<file path="config.mk">
export PLATFORM = sky130hd
export DESIGN_NAME = fractional_pll_clock_gen
export DESIGN_NICKNAME = d
export VERILOG_FILES = /design/src/pkg/clock_gen_pkg.sv /design/src/rtl/fractional_pll_clock_gen.sv /design/src/rtl/tick_divider.sv
export SDC_FILE = /design/constraint.sdc
export NUM_CORES = 1
export LEC_CHECK = 0
export ABC_AREA = 1
export BUFFER_PORTS_ARGS = -buffer_cell sky130_fd_sc_hd__buf_2
export CORE_MARGIN = 2
export CORE_UTILIZATION = 55
export CTS_CLUSTER_DIAMETER = 200
export CTS_CLUSTER_SIZE = 20
export DETAILED_ROUTE_END_ITERATION = 6
export GPL_TIMING_DRIVEN = 1
export PLACE_DENSITY_LB_ADDON = 0.1
export SLEW_MARGIN = 5
export SYNTH_ARGS = -nofsm -noshare
export SYNTH_HDL_FRONTEND = slang
export SYNTH_SLANG_ARGS = --single-unit
</file>
<file path="constraint.sdc">
create_clock -name mclk -period 3.87 [get_ports mclk]
set_input_delay 0.774 -clock mclk [delete_from_list [all_inputs] [get_ports mclk]]
set_output_delay 0.774 -clock mclk [all_outputs]
set_load 0.02 [all_outputs]
</file>
<file path="src/pkg/clock_gen_pkg.sv">
// constants and types shared by the clock generation block
// assumes one 200 MHz clock and a synchronous active-high reset
package clock_gen_pkg;
   // ==========================================================
   // field widths
   localparam int REG_W = 9;
   localparam int FRAC_W = 24;
   localparam int INT_W = 4;
   localparam int PRE_W = 3;
   localparam int BURST_W = 6;
   // ==========================================================
   // fixed division factors
   localparam logic [2:0] POST_DIV = 3'h4;
   localparam logic [8:0] FRAME_DIV = 9'h100;
   localparam logic [1:0] REF_DIV_ONE = 2'h1;
   localparam logic [1:0] REF_DIV_TWO = 2'h2;
   // ==========================================================
   // fraction field positions inside the three 9-bit words
   localparam int FRAC_HI_LSB = 18;
   localparam int FRAC_HI_W = 6;
   localparam int FRAC_MID_LSB = 9;
   // ==========================================================
   // values after reset
   localparam logic [INT_W-1:0] RST_INT_MULT = 4'h8;
   localparam logic [REG_W-1:0] RST_FRAC_HI = 9'h00C;
   localparam logic [REG_W-1:0] RST_FRAC_MID = 9'h093;
   localparam logic [REG_W-1:0] RST_FRAC_LO = 9'h0E9;
   localparam logic [PRE_W-1:0] RST_MASTER_PRE = 3'h1;
   // ==========================================================
   // multi-function pin selector codes
   typedef enum logic [2:0] {
      PIN_CHIP_SELECT = 3'b000,
      PIN_JACK = 3'b001,
      PIN_TEMP = 3'b010,
      PIN_MUTE = 3'b011,
      PIN_PLL_CLOCK = 3'b100,
      PIN_LOCK = 3'b101,
      PIN_HIGH = 3'b110,
      PIN_LOW = 3'b111
   } pin_function_t;
endpackage

</file>
<file path="src/rtl/fractional_pll_clock_gen.sv">
// clock generation for the data converters, modelled as tick streams
// assumes the reference pin is already synchronous to mclk and that
// every reference period spans more mclk cycles than the multiplier
//
// Behaviour
// - oscillator divided by four, then master prescaler
// - reference prescaler selectable as one or two
// - fraction held as 24 bits in three words
// - master clock is 256 times sample rate
// - oscillator equals four times prescaler times master
// - pin carries the master prescaler input clock
// - pin clock optionally divided by 2, 3, 4
// - multiplication happens only with the pll chosen
// - prescaler fed from pin or pll output
// - master mode frame sync is master clock/256
// - selector value four routes pll clock out
`timescale 1ns/100ps
module fractional_pll_clock_gen (
   input wire logic mclk,
   input wire logic rst,
   input wire logic ref_clock_pin,
   input wire logic config_load,
   input wire logic pll_enable,
   input wire logic ref_prescale_two,
   input wire logic [clock_gen_pkg::INT_W-1:0] pll_integer_multiplier,
   input wire logic [clock_gen_pkg::REG_W-1:0] pll_fraction_hi,
   input wire logic [clock_gen_pkg::REG_W-1:0] pll_fraction_mid,
   input wire logic [clock_gen_pkg::REG_W-1:0] pll_fraction_lo,
   input wire logic [clock_gen_pkg::PRE_W-1:0] master_prescale,
   input wire logic master_mode,
   input wire logic [2:0] pin_function_select,
   input wire logic [1:0] pin_clock_divide,
   output logic internal_master_clock,
   output logic frame_sync,
   output logic pll_oscillator_tick,
   output logic multi_function_pin_out,
   output logic multi_function_pin_oe,
   output logic [clock_gen_pkg::FRAC_W-1:0] pll_fraction_value
);
   import clock_gen_pkg::*;

   // ==========================================================
   // state
   typedef struct packed {
      logic ref_prev;
      logic ref_tick;
      logic pll_en;
      logic pre_two;
      logic [INT_W-1:0] int_mult;
      logic [FRAC_W-1:0] frac;
      logic [PRE_W-1:0] master_pre;
      logic master;
      pin_function_t pin_sel;
      logic [1:0] pin_div;
      logic [FRAC_W-1:0] frac_acc;
      logic carry;
      logic [BURST_W-1:0] burst;
      logic osc_tick;
      logic internal_master_clock_out;
      logic fs_out;
      logic pin_out;
      logic pin_oe;
      logic [8:0] cnt_internal_master_clock;
      logic [2:0] cnt_osc;
      logic [2:0] cnt_src;
      logic [1:0] cnt_ref;
      logic src_seen;
   } gen_state_t;

   gen_state_t st_reg;
   gen_state_t st_next;
   logic ref_div_tick;
   logic post_tick;
   logic src_tick;
   logic internal_master_clock_tick;
   logic fs_tick;
   logic pin_tick;
   logic [FRAC_W:0] frac_sum;
   logic [1:0] ref_divisor;
   logic [2:0] pin_divisor;

   // ==========================================================
   // divider chain
   assign ref_divisor = st_reg.pre_two ? REF_DIV_TWO : REF_DIV_ONE;
   // the master prescaler sees the pll path or the raw pin
   assign src_tick = st_reg.pll_en ? post_tick : st_reg.ref_tick;
   assign pin_divisor = {1'b0, st_reg.pin_div} + 3'h1;

   tick_divider #(.WIDTH(2)) u_ref_pre (
      .mclk(mclk),
      .rst(rst),
      .tick_in(st_reg.ref_tick),
      .divisor(ref_divisor),
      .tick_out(ref_div_tick)
   );

   tick_divider #(.WIDTH(3)) u_post (
      .mclk(mclk),
      .rst(rst),
      .tick_in(st_reg.osc_tick),
      .divisor(POST_DIV),
      .tick_out(post_tick)
   );

   tick_divider #(.WIDTH(PRE_W)) u_master (
      .mclk(mclk),
      .rst(rst),
      .tick_in(src_tick),
      .divisor(st_reg.master_pre),
      .tick_out(internal_master_clock_tick)
   );

   tick_divider #(.WIDTH(9)) u_frame (
      .mclk(mclk),
      .rst(rst),
      .tick_in(internal_master_clock_tick),
      .divisor(FRAME_DIV),
      .tick_out(fs_tick)
   );

   tick_divider #(.WIDTH(3)) u_pin (
      .mclk(mclk),
      .rst(rst),
      .tick_in(src_tick),
      .divisor(pin_divisor),
      .tick_out(pin_tick)
   );

   // fraction sum, the top bit is the overflow carry
   assign frac_sum = {1'b0, st_reg.frac_acc} + {1'b0, st_reg.frac};

   // ==========================================================
   // next state
   always_comb begin
      st_next = st_reg;
      st_next.ref_prev = ref_clock_pin;
      st_next.ref_tick = ref_clock_pin & ~st_reg.ref_prev;
      // configuration only moves on a load so all fields change together
      if (config_load) begin
         st_next.pll_en = pll_enable;
         st_next.pre_two = ref_prescale_two;
         st_next.int_mult = pll_integer_multiplier;
         st_next.frac = {pll_fraction_hi[FRAC_HI_W-1:0],
                         pll_fraction_mid, pll_fraction_lo};
         st_next.master_pre = master_prescale;
         st_next.master = master_mode;
         st_next.pin_sel = pin_function_t'(pin_function_select);
         st_next.pin_div = pin_clock_divide;
      end
      // fractional-n: n or n+1 oscillator ticks per prescaled reference tick
      st_next.carry = 1'b0;
      if (!st_reg.pll_en) begin
         st_next.burst = '0;
         st_next.frac_acc = '0;
      end else begin
         st_next.burst = st_reg.burst - BURST_W'(st_reg.burst != '0);
         if (ref_div_tick) begin
            st_next.frac_acc = frac_sum[FRAC_W-1:0];
            st_next.carry = frac_sum[FRAC_W];
            st_next.burst = st_next.burst
                          + BURST_W'(st_reg.int_mult)
                          + BURST_W'(frac_sum[FRAC_W]);
         end
      end
      // ticks are issued back to back; only the average rate matters
      st_next.osc_tick = st_reg.pll_en && (st_reg.burst != '0);
      st_next.internal_master_clock_out = internal_master_clock_tick;
      st_next.fs_out = fs_tick & st_reg.master;
      unique case (st_reg.pin_sel)
         PIN_PLL_CLOCK: st_next.pin_out = pin_tick;
         PIN_HIGH: st_next.pin_out = 1'b1;
         PIN_CHIP_SELECT, PIN_JACK, PIN_TEMP, PIN_MUTE, PIN_LOCK,
         PIN_LOW: st_next.pin_out = 1'b0;
      endcase
      st_next.pin_oe = st_reg.pin_sel != PIN_CHIP_SELECT;
      // helper counts for the checks below
      st_next.cnt_internal_master_clock = fs_tick ? 9'(internal_master_clock_tick)
                        : st_reg.cnt_internal_master_clock + 9'(internal_master_clock_tick);
      st_next.cnt_osc = post_tick ? 3'(st_reg.osc_tick)
                      : st_reg.cnt_osc + 3'(st_reg.osc_tick);
      st_next.cnt_src = pin_tick ? 3'(src_tick)
                      : st_reg.cnt_src + 3'(src_tick);
      st_next.cnt_ref = ref_div_tick ? 2'(st_reg.ref_tick)
                      : st_reg.cnt_ref + 2'(st_reg.ref_tick);
      if (pin_tick) begin
         st_next.src_seen = 1'b1;
      end
      if (config_load) begin
         st_next.src_seen = 1'b0;
      end
   end

   // ==========================================================
   // state register with documented defaults
   always_ff @(posedge mclk) begin
      if (rst) begin
         st_reg <= '0;
         st_reg.ref_prev <= 1'b1; // no false edge if pin is high
         st_reg.int_mult <= RST_INT_MULT;
         st_reg.frac <= {RST_FRAC_HI[FRAC_HI_W-1:0], RST_FRAC_MID,
                         RST_FRAC_LO};
         st_reg.master_pre <= RST_MASTER_PRE;
         st_reg.pin_sel <= PIN_CHIP_SELECT;
      end else begin
         st_reg <= st_next;
      end
   end

   assign internal_master_clock = st_reg.internal_master_clock_out;
   assign frame_sync = st_reg.fs_out;
   assign pll_oscillator_tick = st_reg.osc_tick;
   assign multi_function_pin_out = st_reg.pin_out;
   assign multi_function_pin_oe = st_reg.pin_oe;
   assign pll_fraction_value = st_reg.frac;

   // ==========================================================
   // checks
   property p_post_four;
      @(posedge mclk) disable iff (rst)
      post_tick |-> st_reg.cnt_osc == POST_DIV;
   endproperty
   a_post_four: assert property (p_post_four)
      else $error("post scaler did not divide by four");

   property p_ref_prescale;
      @(posedge mclk) disable iff (rst)
      (ref_div_tick && $past(st_reg.pre_two))
      |-> st_reg.cnt_ref == REF_DIV_TWO;
   endproperty
   a_ref_prescale: assert property (p_ref_prescale)
      else $error("reference prescaler did not divide by two");

   property p_fraction_hold;
      @(posedge mclk) disable iff (rst)
      !config_load |=> $stable(pll_fraction_value);
   endproperty
   a_fraction_hold: assert property (p_fraction_hold)
      else $error("fraction changed without a load");

   property p_frame_count;
      @(posedge mclk) disable iff (rst)
      fs_tick |-> st_reg.cnt_internal_master_clock == FRAME_DIV;
   endproperty
   a_frame_count: assert property (p_frame_count)
      else $error("frame sync not one per 256 master clocks");

   property p_no_pll_no_osc;
      @(posedge mclk) disable iff (rst)
      !st_reg.pll_en |=> ##1 !pll_oscillator_tick;
   endproperty
   a_no_pll_no_osc: assert property (p_no_pll_no_osc)
      else $error("oscillator ticked with pll not chosen");

   property p_carry_adds;
      @(posedge mclk) disable iff (rst)
      (st_reg.pll_en && ref_div_tick && st_reg.burst == '0
       && frac_sum[FRAC_W] && !config_load)
      |=> st_reg.burst == BURST_W'(st_reg.int_mult) + BURST_W'(1);
   endproperty
   a_carry_adds: assert property (p_carry_adds)
      else $error("fraction overflow did not add one count");

   property p_pin_divide;
      @(posedge mclk) disable iff (rst)
      (pin_tick && st_reg.src_seen) |-> st_reg.cnt_src == pin_divisor;
   endproperty
   a_pin_divide: assert property (p_pin_divide)
      else $error("pin clock divider ratio wrong");

   property p_pin_route;
      @(posedge mclk) disable iff (rst)
      (st_reg.pin_sel == PIN_PLL_CLOCK && pin_tick && !config_load)
      |=> multi_function_pin_out && multi_function_pin_oe;
   endproperty
   a_pin_route: assert property (p_pin_route)
      else $error("pll clock not routed to the pin");

   property p_master_source;
      @(posedge mclk) disable iff (rst)
      internal_master_clock_tick |-> $past(src_tick);
   endproperty
   a_master_source: assert property (p_master_source)
      else $error("master clock tick without a source tick");

   c_frame: cover property (@(posedge mclk) disable iff (rst)
      frame_sync);
   c_pin_clock: cover property (@(posedge mclk) disable iff (rst)
      st_reg.pin_sel == PIN_PLL_CLOCK && multi_function_pin_out);
   c_carry: cover property (@(posedge mclk) disable iff (rst)
      st_reg.pll_en && st_reg.carry);
endmodule

</file>
<file path="src/rtl/tick_divider.sv">
// integer divider for a stream of one-cycle ticks
// assumes tick_in is synchronous to mclk; divisor 0 acts as 1
`timescale 1ns/100ps
module tick_divider #(
   parameter int WIDTH = 3
) (
   input wire logic mclk,
   input wire logic rst,
   input wire logic tick_in,
   input wire logic [WIDTH-1:0] divisor,
   output logic tick_out
);
   // ==========================================================
   // state
   typedef struct packed {
      logic [WIDTH-1:0] cnt;
      logic out;
   } div_state_t;

   div_state_t st_reg;
   div_state_t st_next;
   logic [WIDTH-1:0] limit;

   // last count before wrap; zero divisor behaves as divide by one
   assign limit = (divisor == '0) ? '0 : divisor - WIDTH'(1);

   // count input ticks, pulse once per divisor ticks
   always_comb begin
      st_next = st_reg;
      st_next.out = 1'b0;
      if (tick_in) begin
         if (st_reg.cnt >= limit) begin
            st_next.cnt = '0;
            st_next.out = 1'b1;
         end else begin
            st_next.cnt = st_reg.cnt + WIDTH'(1);
         end
      end
   end

   // state register
   always_ff @(posedge mclk) begin
      if (rst) begin
         st_reg <= '0;
      end else begin
         st_reg <= st_next;
      end
   end

   assign tick_out = st_reg.out;
endmodule

</file>
==> flow_summary_export.csv <==
group,metric,value,unit
run_status,status,"finished, final reports clean",
setup_path,crit_type,"reg -> reg",
logic_synthesis,synthesis.nets,1014,
logic_synthesis,synth_edf_count,0,
detailed_routing,antenna_left,0,
cts,cts_repair_resize_count,0,
job,drv_cap,0,
floorplan,die_area,11860,um2
setup_path,worst_setup_path_start_kind,"flip-flop",
setup_path,setup.worst_path.start,"pll_fraction_value[0]$_SDFFE_PP1P_",
power,p_leak,3.455,nW
logic_synthesis,synth-xor-area-share,2.895,%
cts,ctsHoldBuffers,0,
sta,hold_viol,0,
logic_synthesis,synthAdderAreaFrac,10.09,%
detailed_routing,drcViolationCount,0,
cts,cts.sinks,101,
placed_design,hpwl,10070,um
hold_path,hp-class,"reg -> reg",
floorplan,core,10790,um2
sta,fin_crit,3.249,ns
cells_and_area,syn_to_final_growth,8.230,%
logic_synthesis,yosysSeqAreaShare,33.42,%
sta,max-slew-margin-rel,42.15,%
detailed_routing,wl,13270,um
global_route,grt_pass1_vias,4897,
sta,fin_crit_sh,83.94,%
cts,cts_buffer_depth,2,
sta,finClkSkew,0.008849,ns
logic_synthesis,synth_top_family_by_area,"simple AND/OR/NAND/NOR gates",
sta,fmax,307.8,MHz
cells_and_area,fin_util,60.68,%
sta,slew_viol_final,0,
global_route,antenna_found_initial,0,
power,ir_drop,0.3035,mV
logic_synthesis,synthSimpleGateAreaFrac,31.82,%
global_route,grt_pass1_wl,22450,um
sta,fin_ws,0.6213,ns
cts,clock-root-buffer,"clkbuf_8",
placed_design,pre_cts_ws,0.6383,ns
setup_path,critPathMaxFanout,3,
sta,rsz0062_at_grt,"no",
detailed_routing,routed_via_density,4.807,
floorplan,start_util,56.06,%
logic_synthesis,avgSynthCellArea,6.570,um2
global_route,grt_max_degree,48,
setup_path,crit_slowest_cell,"fa_1",
setup_path,worstReg2RegStart,"pll_fraction_value[0]$_SDFFE_PP1P_",
logic_synthesis,yosys_register_bits,101,
cts,tritoncts,"yes",
power,p_per_area,325.2,nW/um2
setup_path,critPathBufInv,1,
placed_design,finalWeightedCongestion,0.8901,
floorplan,die_y,108.9,um
setup_path,path_cells,"ha_1, fa_1, nand2_1, nand2_1, and2_4, nand3b_1, nand3_1, a21oi_1, fa_1, inv_1, fa_1, a21oi_1, o21ai_0, nand2_1, xor2_1, nor2_1",
floorplan,die_w,108.9,um
cells_and_area,drive_gt1_share,11.08,%
detailed_routing,dr.pass1.iters,4,
sta,tns,0,ns
floorplan,ioPinCount,75,
setup_path,critPathTopFamily,"adder cells",
global_route,grt_usage,24.18,%
logic_synthesis,synthCells,921,
sta,hold_slack,0.4008,ns
floorplan,rows,38,
logic_synthesis,syn_area,6051,um2
detailed_routing,wl_per_cell,12.00,um
cells_and_area,n_antenna_cell,0,
logic_synthesis,synth-main-ff-cell,"dfxtp_1",
sta,setup_viol,0,
logic_synthesis,synth_cell_types,39,
cts,htreeDepth,3,
detailed_routing,drtIter0Drc,310,
cells_and_area,layout.nets,1054,
cts,clk_latency,0.38,ns
cts,post_cts_buffers,0,
cts,numCtsBuffers,9,
setup_path,max_stage_delay,0.45,ns
cells_and_area,largest_register_ffs,47,
detailed_routing,dr_total_vias,5316,
cts,clk_transition_reported_paths,0.10,ns
hold_path,hold_start,"st_reg[94]$_SDFF_PP1_",
sta,tightest_slew,0.8666,ns
placed_design,io_buffers,71,
setup_path,critPathRequiredTime,4.12,ns
logic_synthesis,synth_warnings,0,
logic_synthesis,synthArstFlopShare,0,%
logic_synthesis,synth.area.mux_share,0,%
logic_synthesis,synth_compound_area_share,8.561,%
setup_path,crit_path_end_kind,"flip-flop",
setup_path,critPathArrivalTime,3.50,ns
global_route,overflow,0,
==> cells in the mapped netlist (all sizes together) (3+ instances only) <==
master | instances | area share (%)
nor2 | 152 | 9.8
clkbuf | 14 | 0.89
xor2 | 16 | 2.3
nand4 | 7 | 0.72
nor3 | 9 | 0.74
clkinv | 3 | 0.19
o21ai | 47 | 3.9
fa | 3 | 0.99
a211oi | 6 | 0.74
inv | 137 | 8.5
xnor2 | 4 | 0.58
a21oi | 36 | 3.0
dfxtp | 101 | 33
nand3 | 54 | 4.5
o211ai | 3 | 0.37
ha | 44 | 9.1
nand2 | 239 | 15
buf | 32 | 3.6
==> final timing paths <==
kind | end | slack (ns) | depth (start not counted)
max reg2reg | st_reg[27]$_SDFF_PP0_ | 0.62 | 16
max | st_reg[27]$_SDFF_PP0_ | 0.62 | 16
min reg2reg | st_reg[93]$_SDFF_PP0_ | 0.40 | 1
min | st_reg[93]$_SDFF_PP0_ | 0.40 | 1
==> placed cells by master (no fill, tap or decap), types with 2 or more instances in the layout <==
master and instances:
o21ai_0 43, a21oi_1 36, clkinvlp_4 2, o211ai_1 3, nor2_2 5, nand4_1 7
fa_1 3, clkbuf_8 10, nand2_2 6, nand3b_1 2, buf_2 71, nand3_1 54
clkinv_1 3, nand2_1 233, a211oi_1 6, nor2_1 146, xnor2_1 4, o21ai_1 3
ha_1 44, nor4_1 2, xor2_1 16, buf_4 4, dfxtp_1 101, inv_1 136
nor3_1 9
==> layout make-up <==
| cell class | instances | area, um2 |
|---|---|---|
| well taps | 140 | 175.2 |
| clock inverters | 6 | 70.07 |
| repair buffers | 75 | 385.4 |
| inverters | 140 | 525.5 |
| multi-input cells | 634 | 3233 |
| clock buffers | 10 | 137.6 |
| fillers | 1089 | 4244 |
| flip-flops and latches | 101 | 2022 |
==> where the power goes <==
group	switching (mW)	internal (mW)	leakage (nW)	total [mW]
sequential	0.0355	1.08	0.826	1.12
combinational	0.194	0.114	2.53	0.307
clock	0.385	0.322	0.101	0.707
==> metrics by stage <==
step                cell area [um2]  cells  power, mW
finish                         6549   1106      2.130
global route                   6549   1106      2.241
floorplan                      6051    921      1.377
global placement               6341   1090      1.444
CTS                            6549   1106      2.154
detailed placement             6341   1090      1.448
==> routing by layer <==
| metal | track usage [%] | share of wire [%] | up-vias |
|---|---|---|---|
| met5 | 0 | 0 | - |
| met2 | 41.13 | 46 | 82 |
| met4 | 4.945 | 0.77 | 0 |
| li1 | - | - | 2916 |
| met3 | 5.678 | 4.1 | 7 |
| met1 | 31.28 | 49 | 2311 |
==> kinds of logic after synthesis <==
group	count (synthesis)
flip-flops	101
AO/OA/AOI/OAI	96
buffers and inverters	186
adder cells (fa/ha/maj)	47
XOR/XNOR	20
AND/OR/NAND/NOR	470
other	1
(Power assumes the default switching activity.)
